## src/verilog/vtm_pkg.sv

```systemverilog
// Shared constants and types of the input-voltage and temperature monitor
package vtm_pkg;

  // ---------------------------------------------------------------
  // Command codes
  // ---------------------------------------------------------------
  localparam logic [7:0] CMD_OPERATION = 8'h01;
  localparam logic [7:0] CMD_CLEAR_FAULTS = 8'h03;
  localparam logic [7:0] CMD_INPUT_TURN_OFF_THRESHOLD = 8'h36;
  localparam logic [7:0] CMD_OT_FAULT = 8'h4F;
  localparam logic [7:0] CMD_OT_WARN = 8'h51;
  localparam logic [7:0] CMD_VIN_OV_FAULT = 8'h55;
  localparam logic [7:0] CMD_VIN_OV_WARN = 8'h57;
  localparam logic [7:0] CMD_VIN_UV_WARN = 8'h58;

  // ---------------------------------------------------------------
  // Limit storage: index, field width and reset value
  // ---------------------------------------------------------------
  localparam int LIM_NUM = 6;
  localparam logic [2:0] IDX_INPUT_TURN_OFF_THRESHOLD = 3'h0;
  localparam logic [2:0] IDX_OT_FAULT = 3'h1;
  localparam logic [2:0] IDX_OT_WARN = 3'h2;
  localparam logic [2:0] IDX_OV_FAULT = 3'h3;
  localparam logic [2:0] IDX_OV_WARN = 3'h4;
  localparam logic [2:0] IDX_UV_WARN = 3'h5;
  localparam logic [2:0] IDX_NONE = 3'h7;
  localparam logic [7:0] MASK_VOLT = 8'h3F;
  localparam logic [7:0] MASK_TEMP = 8'hFF;
  localparam logic [LIM_NUM-1:0][7:0] RST_LIMS =
    {8'h28, 8'h1E, 8'h20, 8'h8C, 8'h91, 8'h0B};
  localparam int OP_ON_BIT = 7;
  localparam logic OP_ON_RST = 1'b1;

  // ---------------------------------------------------------------
  // Conditions and sticky flags
  // ---------------------------------------------------------------
  localparam int NFLAG = 5;
  localparam int NCOND = 6;
  localparam int FLG_OT_FAULT = 0;
  localparam int FLG_OT_WARN = 1;
  localparam int FLG_OV_FAULT = 2;
  localparam int FLG_OV_WARN = 3;
  localparam int FLG_UV_WARN = 4;
  localparam int CND_VIN_LOW = 5;
  localparam logic [NFLAG-1:0] ALERT_MASK = 5'h1B;

  // ---------------------------------------------------------------
  // Temperature figures, degrees C per count
  // ---------------------------------------------------------------
  localparam logic [7:0] OT_HW_LIMIT = 8'hA0;
  localparam logic [7:0] RETRY_HYST = 8'h14;

  // ---------------------------------------------------------------
  // Timing
  // ---------------------------------------------------------------
  localparam int CLK_HZ = 40000000;
  localparam int DETECT_TIME_MS = 20;
  localparam int DETECT_MAX_CYC = DETECT_TIME_MS * (CLK_HZ / 1000);
  localparam int FLT_LEN = 8;

  typedef enum logic [1:0] {
    ST_OFF,
    ST_RUN,
    ST_OT_LATCH,
    ST_OT_RETRY
  } vtm_state_t;

endpackage

```

## src/verilog/vtm_filter.sv

```systemverilog
// Persistence filter: a condition must hold for LEN samples to count
`timescale 1ns/1ps
`default_nettype none
module vtm_filter #(
  parameter int unsigned LEN = 8
) (
  input wire logic i_clk,  // Clock
  input wire logic i_rst,  // Synchronous reset, active high
  input wire logic i_ce,   // Clock enable
  input wire logic i_raw,  // Raw compare result
  output logic o_level     // Qualified condition
);
  localparam int CNT_W = $clog2(LEN + 1);

  typedef struct packed {
    logic [CNT_W-1:0] cnt;
    logic level;
  } vtm_flt_st_t;

  vtm_flt_st_t st_reg;
  vtm_flt_st_t st_next;

  always_comb begin
    st_next = st_reg;
    if (!i_raw) begin
      // Release at once so that resume is not delayed
      st_next.cnt = '0;
      st_next.level = 1'b0;
    end else if (st_reg.cnt == CNT_W'(LEN - 1)) begin
      st_next.level = 1'b1;
    end else begin
      st_next.cnt = st_reg.cnt + CNT_W'(1);
    end
  end

  always_ff @(posedge i_clk) begin
    if (i_rst) begin
      st_reg <= '0;
    end else if (i_ce) begin
      st_reg <= st_next;
    end
  end

  assign o_level = st_reg.level;
endmodule // vtm_filter
`default_nettype wire

```

## src/verilog/vtm_conv_fsm.sv

```systemverilog
// Conversion sequencer: start, stop, thermal latch-off and auto-retry
`timescale 1ns/1ps
`default_nettype none
module vtm_conv_fsm (
  input wire logic i_clk,        // Clock
  input wire logic i_rst,        // Synchronous reset, active high
  input wire logic i_ce,         // Clock enable
  input wire logic i_op_on,      // Operation enabled by host
  input wire logic i_op_on_wr,   // Host wrote operation on, pulse
  input wire logic i_latch_mode, // 1 latch-off, 0 auto-retry
  input wire logic i_vin_ge_on,  // Input at or above turn-on
  input wire logic i_vin_low,    // Input at or below turn-off
  input wire logic i_ot_fault,   // Over-temperature fault
  input wire logic i_ot_below,   // Temperature below fault limit
  input wire logic i_ot_cool,    // Temperature more than 20 C below limit
  input wire logic i_ov_fault,   // Input overvoltage fault
  output logic o_conv_en,        // Conversion running
  output logic o_pwr_en,         // Power stage enabled
  output logic o_ot_off          // Held off by over-temperature
);
  import vtm_pkg::*;

  typedef struct packed {
    vtm_state_t state;
  } vtm_fsm_st_t;

  vtm_fsm_st_t st_reg;
  vtm_fsm_st_t st_next;

  always_comb begin
    st_next = st_reg;
    case (st_reg.state)
      ST_OFF: begin
        if (i_op_on && i_vin_ge_on && !i_vin_low && !i_ot_fault) begin
          st_next.state = ST_RUN;
        end
      end
      ST_RUN: begin
        if (i_ot_fault) begin
          st_next.state = i_latch_mode ? ST_OT_LATCH : ST_OT_RETRY;
        end else if (!i_op_on || i_vin_low) begin
          st_next.state = ST_OFF;
        end
      end
      ST_OT_LATCH: begin
        if (i_op_on_wr && i_ot_below) begin
          st_next.state = ST_OFF;
        end
      end
      ST_OT_RETRY: begin
        if (i_ot_cool) begin
          st_next.state = ST_OFF;
        end
      end
      default: begin
        st_next.state = ST_OFF;
      end
    endcase
  end

  always_ff @(posedge i_clk) begin
    if (i_rst) begin
      st_reg <= '{state: ST_OFF};
    end else if (i_ce) begin
      st_reg <= st_next;
    end
  end

  assign o_conv_en = (st_reg.state == ST_RUN);
  assign o_pwr_en = (st_reg.state == ST_RUN) && !i_ov_fault;
  assign o_ot_off = (st_reg.state == ST_OT_LATCH) ||
                    (st_reg.state == ST_OT_RETRY);
endmodule // vtm_conv_fsm
`default_nettype wire

```

## src/verilog/vtm_limit_monitor.sv

```systemverilog
// Limit registers, compare logic, flags and alert of the monitor
`timescale 1ns/1ps
`default_nettype none
module vtm_limit_monitor #(
  parameter int unsigned P_DETECT_MAX_CYC = vtm_pkg::DETECT_MAX_CYC
) (
  input wire logic i_clk,             // Clock, 40 MHz
  input wire logic i_rst,             // Synchronous reset, active high
  input wire logic i_ce,              // Clock enable, freezes all state
  input wire logic i_cmd_wr,          // Command write strobe
  input wire logic i_cmd_rd,          // Command read strobe
  input wire logic [7:0] i_cmd,       // Command code
  input wire logic [15:0] i_wdata,    // Write data word
  output logic [15:0] o_rdata,        // Read data word
  output logic o_ack,                 // Command accepted, pulse
  output logic o_nak,                 // Command unknown or not readable, pulse
  input wire logic [7:0] i_vin_meas,  // Input voltage, 250mV per count
  input wire logic [7:0] i_temp_meas, // Temperature, 1 C per count
  input wire logic [5:0] i_vin_on,    // Turn-on threshold, 250mV
  input wire logic i_ot_latch_mode,   // 1 latch-off, 0 auto-retry
  output logic o_conv_en,             // Conversion running
  output logic o_pwr_en,              // Power stage enabled
  output logic o_ot_off,              // Held off by over-temperature
  output logic [vtm_pkg::NFLAG-1:0] o_status, // Sticky status flags
  output logic o_alert_n              // Alert line, active low
);
  import vtm_pkg::*;

  // ---------------------------------------------------------------
  // Decoding helpers
  // ---------------------------------------------------------------
  function automatic logic [2:0] reg_index(input logic [7:0] cmd);
    logic [2:0] idx;
    idx = IDX_NONE;
    case (cmd)
      CMD_INPUT_TURN_OFF_THRESHOLD: idx = IDX_INPUT_TURN_OFF_THRESHOLD;
      CMD_OT_FAULT: idx = IDX_OT_FAULT;
      CMD_OT_WARN: idx = IDX_OT_WARN;
      CMD_VIN_OV_FAULT: idx = IDX_OV_FAULT;
      CMD_VIN_OV_WARN: idx = IDX_OV_WARN;
      CMD_VIN_UV_WARN: idx = IDX_UV_WARN;
      default: idx = IDX_NONE;
    endcase
    return idx;
  endfunction

  function automatic logic [7:0] field_mask(input logic [2:0] idx);
    logic [7:0] m;
    m = MASK_VOLT;
    if (idx == IDX_OT_FAULT || idx == IDX_OT_WARN) begin
      m = MASK_TEMP;
    end
    return m;
  endfunction

  localparam int unsigned FLT_USE =
    (FLT_LEN < P_DETECT_MAX_CYC) ? FLT_LEN : P_DETECT_MAX_CYC;

  // ---------------------------------------------------------------
  // State
  // ---------------------------------------------------------------
  typedef struct packed {
    logic [LIM_NUM-1:0][7:0] lim;
    logic [NFLAG-1:0] flags;
    logic op_on;
    logic [15:0] rdata;
    logic ack;
    logic nak;
    logic alert_n;
  } vtm_top_st_t;

  localparam vtm_top_st_t ST_RST = '{
    lim: RST_LIMS,
    flags: '0,
    op_on: OP_ON_RST,
    rdata: 16'h0000,
    ack: 1'b0,
    nak: 1'b0,
    alert_n: 1'b1
  };

  vtm_top_st_t st_reg;
  vtm_top_st_t st_next;

  logic [NCOND-1:0] raw;
  logic [NCOND-1:0] cond;
  logic [7:0] input_turn_off_threshold_thr;
  logic [7:0] ov_fault_thr;
  logic [7:0] ov_warn_thr;
  logic [7:0] uv_warn_thr;
  logic [7:0] vin_on_thr;
  logic [7:0] ot_eff;
  logic [8:0] temp_hyst;
  logic ot_below;
  logic ot_cool;
  logic op_on_wr;
  logic [2:0] acc_idx;

  // ---------------------------------------------------------------
  // Thresholds in measurement units
  // ---------------------------------------------------------------
  assign input_turn_off_threshold_thr = {2'h0, st_reg.lim[IDX_INPUT_TURN_OFF_THRESHOLD][5:0]};
  assign ov_fault_thr = {1'b0, st_reg.lim[IDX_OV_FAULT][5:0], 1'b0};
  assign ov_warn_thr = {1'b0, st_reg.lim[IDX_OV_WARN][5:0], 1'b0};
  assign uv_warn_thr = {2'h0, st_reg.lim[IDX_UV_WARN][5:0]};
  assign vin_on_thr = {2'h0, i_vin_on};

  // Programmed fault limit above the hardware ceiling is ignored
  assign ot_eff = (st_reg.lim[IDX_OT_FAULT] > OT_HW_LIMIT) ?
                  OT_HW_LIMIT : st_reg.lim[IDX_OT_FAULT];
  assign temp_hyst = {1'b0, i_temp_meas} + {1'b0, RETRY_HYST};
  assign ot_below = (i_temp_meas < ot_eff);
  assign ot_cool = (temp_hyst < {1'b0, ot_eff});

  // ---------------------------------------------------------------
  // Raw compares
  // ---------------------------------------------------------------
  always_comb begin
    raw = '0;
    if (st_reg.lim[IDX_OT_FAULT] > OT_HW_LIMIT) begin
      raw[FLG_OT_FAULT] = (i_temp_meas >= OT_HW_LIMIT);
    end else begin
      raw[FLG_OT_FAULT] = (i_temp_meas > ot_eff);
    end
    raw[FLG_OT_WARN] = (i_temp_meas > st_reg.lim[IDX_OT_WARN]);
    raw[FLG_OV_FAULT] = (i_vin_meas > ov_fault_thr);
    raw[FLG_OV_WARN] = (i_vin_meas > ov_warn_thr);
    raw[FLG_UV_WARN] = (i_vin_meas < uv_warn_thr);
    raw[CND_VIN_LOW] = (i_vin_meas <= input_turn_off_threshold_thr);
  end

  // ---------------------------------------------------------------
  // Qualification, no longer than the detection budget
  // ---------------------------------------------------------------
  genvar g;
  generate
    for (g = 0; g < NCOND; g++) begin : g_flt
      vtm_filter #(
        .LEN(FLT_USE)
      ) u_flt (
        .i_clk(i_clk),
        .i_rst(i_rst),
        .i_ce(i_ce),
        .i_raw(raw[g]),
        .o_level(cond[g])
      );
    end
  endgenerate

  // ---------------------------------------------------------------
  // Command port, limit registers and flags
  // ---------------------------------------------------------------
  assign acc_idx = reg_index(i_cmd);
  assign op_on_wr = i_cmd_wr && (i_cmd == CMD_OPERATION) &&
                    i_wdata[OP_ON_BIT];

  always_comb begin
    logic clr;
    clr = 1'b0;
    st_next = st_reg;
    st_next.ack = 1'b0;
    st_next.nak = 1'b0;
    if (i_cmd_wr) begin
      st_next.ack = 1'b1;
      if (acc_idx != IDX_NONE) begin
        // Upper bits of the word are dropped
        st_next.lim[acc_idx] = i_wdata[7:0] & field_mask(acc_idx);
      end else if (i_cmd == CMD_OPERATION) begin
        st_next.op_on = i_wdata[OP_ON_BIT];
      end else if (i_cmd == CMD_CLEAR_FAULTS) begin
        clr = 1'b1;
      end else begin
        st_next.ack = 1'b0;
        st_next.nak = 1'b1;
      end
    end else if (i_cmd_rd) begin
      st_next.ack = 1'b1;
      st_next.rdata = 16'h0000;
      if (acc_idx != IDX_NONE) begin
        st_next.rdata = {8'h00, st_reg.lim[acc_idx]};
      end else if (i_cmd == CMD_OPERATION) begin
        st_next.rdata = {8'h00, st_reg.op_on, 7'h00};
      end else begin
        st_next.ack = 1'b0;
        st_next.nak = 1'b1;
      end
    end
    // A condition present during a clear keeps its flag set
    st_next.flags = (st_reg.flags & ~{NFLAG{clr}}) |
                    cond[NFLAG-1:0];
    st_next.alert_n = ~|(st_next.flags & ALERT_MASK);
  end

  always_ff @(posedge i_clk) begin
    if (i_rst) begin
      st_reg <= ST_RST;
    end else if (i_ce) begin
      st_reg <= st_next;
    end
  end

  // ---------------------------------------------------------------
  // Conversion sequencing
  // ---------------------------------------------------------------
  vtm_conv_fsm u_fsm (
    .i_clk(i_clk),
    .i_rst(i_rst),
    .i_ce(i_ce),
    .i_op_on(st_reg.op_on),
    .i_op_on_wr(op_on_wr),
    .i_latch_mode(i_ot_latch_mode),
    .i_vin_ge_on(i_vin_meas >= vin_on_thr),
    .i_vin_low(cond[CND_VIN_LOW]),
    .i_ot_fault(cond[FLG_OT_FAULT]),
    .i_ot_below(ot_below),
    .i_ot_cool(ot_cool),
    .i_ov_fault(cond[FLG_OV_FAULT]),
    .o_conv_en(o_conv_en),
    .o_pwr_en(o_pwr_en),
    .o_ot_off(o_ot_off)
  );

  assign o_rdata = st_reg.rdata;
  assign o_ack = st_reg.ack;
  assign o_nak = st_reg.nak;
  assign o_status = st_reg.flags;
  assign o_alert_n = st_reg.alert_n;
endmodule // vtm_limit_monitor
`default_nettype wire

```

## config.mk

```make
export PLATFORM = sky130hd
export DESIGN_NAME = vtm_limit_monitor
export DESIGN_NICKNAME = d
export VERILOG_FILES = /design/src/verilog/vtm_pkg.sv /design/src/verilog/vtm_filter.sv /design/src/verilog/vtm_conv_fsm.sv /design/src/verilog/vtm_limit_monitor.sv
export SDC_FILE = /design/constraint.sdc
export NUM_CORES = 1
export LEC_CHECK = 0
export ABC_CLOCK_PERIOD_IN_PS = 3900
export BUFFER_PORTS_ARGS = -buffer_cell sky130_fd_sc_hd__clkbuf_2
export CORE_MARGIN = 3
export CORE_UTILIZATION = 55
export DETAILED_ROUTE_END_ITERATION = 6
export GPL_TIMING_DRIVEN = 0
export PLACE_DENSITY = 0.77
export SLEW_MARGIN = 10
export SYNTH_ARGS = -nofsm -noshare
export SYNTH_HDL_FRONTEND = slang
export SYNTH_SLANG_ARGS = --single-unit
```

## constraint.sdc

```tcl
create_clock -name i_clk -period 3.9 [get_ports i_clk]
set_input_delay 0.78 -clock i_clk [delete_from_list [all_inputs] [get_ports i_clk]]
set_output_delay 0.78 -clock i_clk [all_outputs]
set_load 0.05 [all_outputs]
```

Word-level counts from Yosys, hierarchy flattened
Cells that the tools add are included.

Register bits: 97. Output and inout bits: 27. Word-level logic and storage cells: 170.

Add/sub/neg operators: 7. $lt $le $gt $ge: 13. Equal/unequal tests: 36. Muxes and demuxes: 49. Bitwise gates (word level): 6. Reductions and logical operators: 34.

Operators with widths (count): $mux W8 (8); $bwmux W48 (1); $eq A8 B7 Y1 const B (5); $mux W5 (6); $ne A2 B2 Y1 const B (13); $add A4 B1 Y4 const B (6); $bmux W8 S3 (1); $demux W8 S3 (1); $eq A4 B3 Y1 const B (6); $mux W2 (12); $mux W4 (6); $reduce_and A2 Y1 (12); $pmux W3 S6 (1); $gt A8 B7 Y1 (2); $gt A8 B8 Y1 (2); $mux W1 (12); $add A8 B5 Y9 const B (1); $lt A9 B8 Y1 (1); $and A8 B8 Y8 (1); $eq A8 B1 Y1 const B (1); $eq A8 B2 Y1 const B (1); $eq A8 B6 Y1 const B (1); $ge A8 B6 Y1 (1); $ge A8 B8 Y1 const B (1); 26 further kinds (43).

Longest topological paths before layout
Depth in word-level cells: 10. Depth in mapped cells: 10.

Modules after synthesis
A second synthesis with hierarchy kept.

Cells, all modules: 701. Area, all modules: 6110.9 um^2.

By module, submodules not included: vtm_limit_monitor (instances 1, cells each 520, area each 4478.0 um^2); vtm_filter (instances 6, cells each 27, area each 244.0 um^2); vtm_conv_fsm (instances 1, cells each 19, area each 168.9 um^2).

Least setup slack after synthesis
Ideal clock, no wire load.

Path kind: reg2out. From: register u_fsm.st_reg[1] (netlist bit). To: output port o_pwr_en. Arrival: 2002 ps. Data required time: 3120 ps. Setup slack: 1118 ps. Cell stages (with the launch flop): 4. Buffers on the path: 1. Path through: dfxtp_1 > clkbuf_1 > nor2b_1 > nor2b_1.

Cells in the longest elaborated chain, start to end: 2.

RTL lines: from (decl) (line vtm_conv_fsm.sv:27) `vtm_fsm_st_t st_reg;`; from (signal assigned) (line vtm_conv_fsm.sv:63) `st_reg <= '{state: ST_OFF};`; from (signal assigned) (line vtm_conv_fsm.sv:65) `st_reg <= st_next;`; $eq A2 B1 Y1; net o_conv_en (line vtm_limit_monitor.sv:21) `output logic o_conv_en,`; $logic_and A1 B1 Y1 (line vtm_conv_fsm.sv:70) `assign o_pwr_en = (st_reg.state == ST_RUN) && !i_ov_fault;`; to (decl) (line vtm_limit_monitor.sv:22) `output logic o_pwr_en,`.

The timed path passes the listed nets, and every way through them passes these cells.

Worst setup path after layout
From: register st_reg[39] (netlist bit). To: register g_flt[0].u_flt.st_reg[1] (netlist bit).

Cells in the longest elaborated chain, start to end: 6. Elaborated cells on any way between the ends: 7.

RTL lines: from (decl) (line vtm_limit_monitor.sv:82) `vtm_top_st_t st_reg;`; from (signal assigned) (line vtm_limit_monitor.sv:198) `st_reg <= st_next;`; $gt A8 B8 Y1 (line vtm_limit_monitor.sv:109, vtm_limit_monitor.sv:120); $mux W8 (line vtm_limit_monitor.sv:109) `assign ot_eff = (st_reg.lim[IDX_OT_FAULT] > OT_HW_LIMIT) ?`; $gt A8 B8 Y1 (line vtm_limit_monitor.sv:123) `raw[FLG_OT_FAULT] = (i_temp_meas > ot_eff);`; $mux W1 (*) (line vtm_limit_monitor.sv:120) `if (st_reg.lim[IDX_OT_FAULT] > OT_HW_LIMIT) begin`; $ne A2 B2 Y1 (no source line); $reduce_and A2 Y1 (no source line); to (signal assigned) (line vtm_filter.sv:40) `st_reg <= st_next;`; to (decl) (line vtm_filter.sv:20) `vtm_flt_st_t st_reg;`.

Mark *: on every way between the ends. The rest lies on a longest branch, timed or not. A chain may end at the register's enable or synchronous reset.

==> reports/results.tsv <==
metric	value	unit
gp_congestion	0.931	
final.min_clock_period	3020	ps
worstPathArrival	3310	ps
fin_nets	888	
synth_area_per_cell	8.64	sq um
synth_most_common_cell	dfxtp_1	
rows	37	
dp_hpwl	12.7	mm
irDropWorstVdd	0.209	mV
core_area	10500	sq um
regArea	1940	sq um
wl_per_cell	17.5	um
crit_fanout	5	
rsz0062_at_grt	no	
synth_commonest_cells	dfxtp_1, nor2_1, ha_1	
cts_buffers	9	
ys_ff_latch	97	
antenna_cells	0	
dieArea	12300	sq um
cts_resized	0	
hold_viol	0	
cts_tree	built	
syn_inst	698	
hp-class	reg -> reg	
critical_path_class	reg -> reg	
vias_per_cell	5.97	
ys_types	67	
first_pass_iters	5	
ys_async_sr_fraction	0	
p_leak	3.05	nW
fmaxAchievable	332	MHz
period_share	0.773	
numPortBuffers	61	
total_power	1.99	mW
grt_max_degree	18	
die_x	111	um
grt_pass1_vias	5360	
die_h	111	um
post-cts-setup-buffer-count	0	
start_util	0.574	
start_kind	register	
synth_seq_area_share	0.322	
clkTransAtPathRegs	100	ps
clock_skew	13.2	ps
drcViolationCount	0	
cts_max_level	3	
overflow	0	
synth_ff_type	dfxtp_1	
groute.usage.overall	0.262	
cts_buffer_depth	2	
largest_reg_flops	31	
totalWireLength	16.1	mm
clkLatencyLatePin	380	ps
grt_pass1_wl	26.4	mm
antenna_found_initial	0	
synth_edf_count	0	
powerDensity	296	nW/um^2
yosysWarnings	0	
ctsHoldBuffers	0	
drt_iter0_markers	478	
crit_required	4190	ps
worstMarginPinSlew	990	ps
status	finished, final reports clean	
crit_path_end_kind	register	
drive_above_1_share	0.162	
tns	0	ps
maxCapViolCount	0	
multiInputGateArea	3660	sq um
synth_area_leaders	dfxtp_1, ha_1, mux2i_1	
area_growth	11.7	%
ctsRootBufferMaster	clkbuf_8	
io_pins	79	
fillers	905	
yosysTopAreaCellShare	0.322	
synth_area	6030	sq um
slew_headroom	0.334	
yosysTopAreaCell	dfxtp_1	
setup_violations	0	
rrSetupSlack	880	ps
detail-route-antenna-nets	0	
cts_sinks	97	
drv_slew	0	
vias	5485	
==> where the power goes <==
group	switching, mW	internal (mW)	leakage [nW]
Sequential	0.0107	1.00	0.784
Combinational	0.192	0.107	2.17
Clock	0.379	0.302	0.0925
Total	0.582	1.41	3.05
==> path summary, 6_finish.rpt <==
| path | from | end | depth (start not counted) |
|---|---|---|---|
| setup / recovery | st_reg[39] | g_flt[0].u_flt.st_reg[1] | 10 |
| hold / removal | o_ack | o_ack | 2 |
| setup reg to reg | st_reg[39] | g_flt[0].u_flt.st_reg[1] | 10 |
| hold reg to reg | o_ack | o_ack | 2 |
==> cells in the final DEF, fill, tap and decap left out, types with 5 or more instances in the layout <==
cell type	instances
a2111oi_0	9
ha_1	59
o211ai_1	9
inv_1	43
o21a_1	6
nand2b_1	5
o21ai_0	25
nand4_1	9
clkbuf_2	61
nor2b_1	15
nor3_1	15
buf_4	21
nor3b_1	8
nand3_1	14
a22oi_1	7
nand2_1	57
a21oi_1	30
nor4_1	7
nor2_1	69
dfxtp_1	97
a211oi_1	6
mux2i_1	47
o221a_2	7
a21o_1	8
a31oi_1	9
clkbuf_8	9
o22ai_1	9
clkbuf_1	21
xnor2_1	7
conb_1	8
==> per-stage QoR <==
step / setup slack, ps / hold slack [ps] / area (sq um) / std cells / util
2_1_floorplan: 1120 / 452 / 6060 / 705 / -
3_3_place_gp: 653 / 454 / 6530 / 902 / 0.622
3_5_place_dp: 586 / 469 / 6530 / 902 / 0.622
4_1_cts: 884 / 483 / 6730 / 918 / 0.641
5_1_grt: 591 / 493 / 6730 / 918 / 0.641
6_report: 884 / 480 / 6730 / 918 / 0.641
==> worst max-delay path, cell delays in order, from the launching register on <==
cell and delay (ps):
dfxtp_1 370, o21ai_0 440, a21oi_1 200, nand2b_1 200, ha_1 280, nor2b_1 150
o21ai_0 140, a21oi_1 130, o31ai_1 670, a21oi_1 170, and2_1 190
==> kinds of logic (layout without fill, tap and decap cells) <==
logic type	Yosys count	in the layout	synth area share
AND/OR/NAND/NOR	241	241	0.212
AO/OA/AOI/OAI	151	151	0.174
flip-flops	97	97	0.322
buffers and inverters	91	168	0.0745
adder cells (fa/ha/maj)	59	59	0.122
multiplexers	47	47	0.0780
XOR/XNOR	11	11	0.0160
other	1	8	0.000622
==> final cells by class <==
| type | instances | share of cell area |
|---|---|---|
| buffer | 48 | 0.0427 |
| clock buffer | 9 | 0.0184 |
| clock inverter | 7 | 0.0117 |
| inverter | 43 | 0.0240 |
| multi-input combinational | 517 | 0.544 |
| sequential | 97 | 0.288 |
| tap | 136 | 0.0253 |
| timing repair buffer | 61 | 0.0453 |
==> per-layer routing <==
metal,share of wire,GRT usage
met1,0.44,0.341
met2,0.48,0.445
met3,0.064,0.0442
met4,0.016,0.0780
met5,0,0
Note: power is estimated with default switching activity, not from simulation.
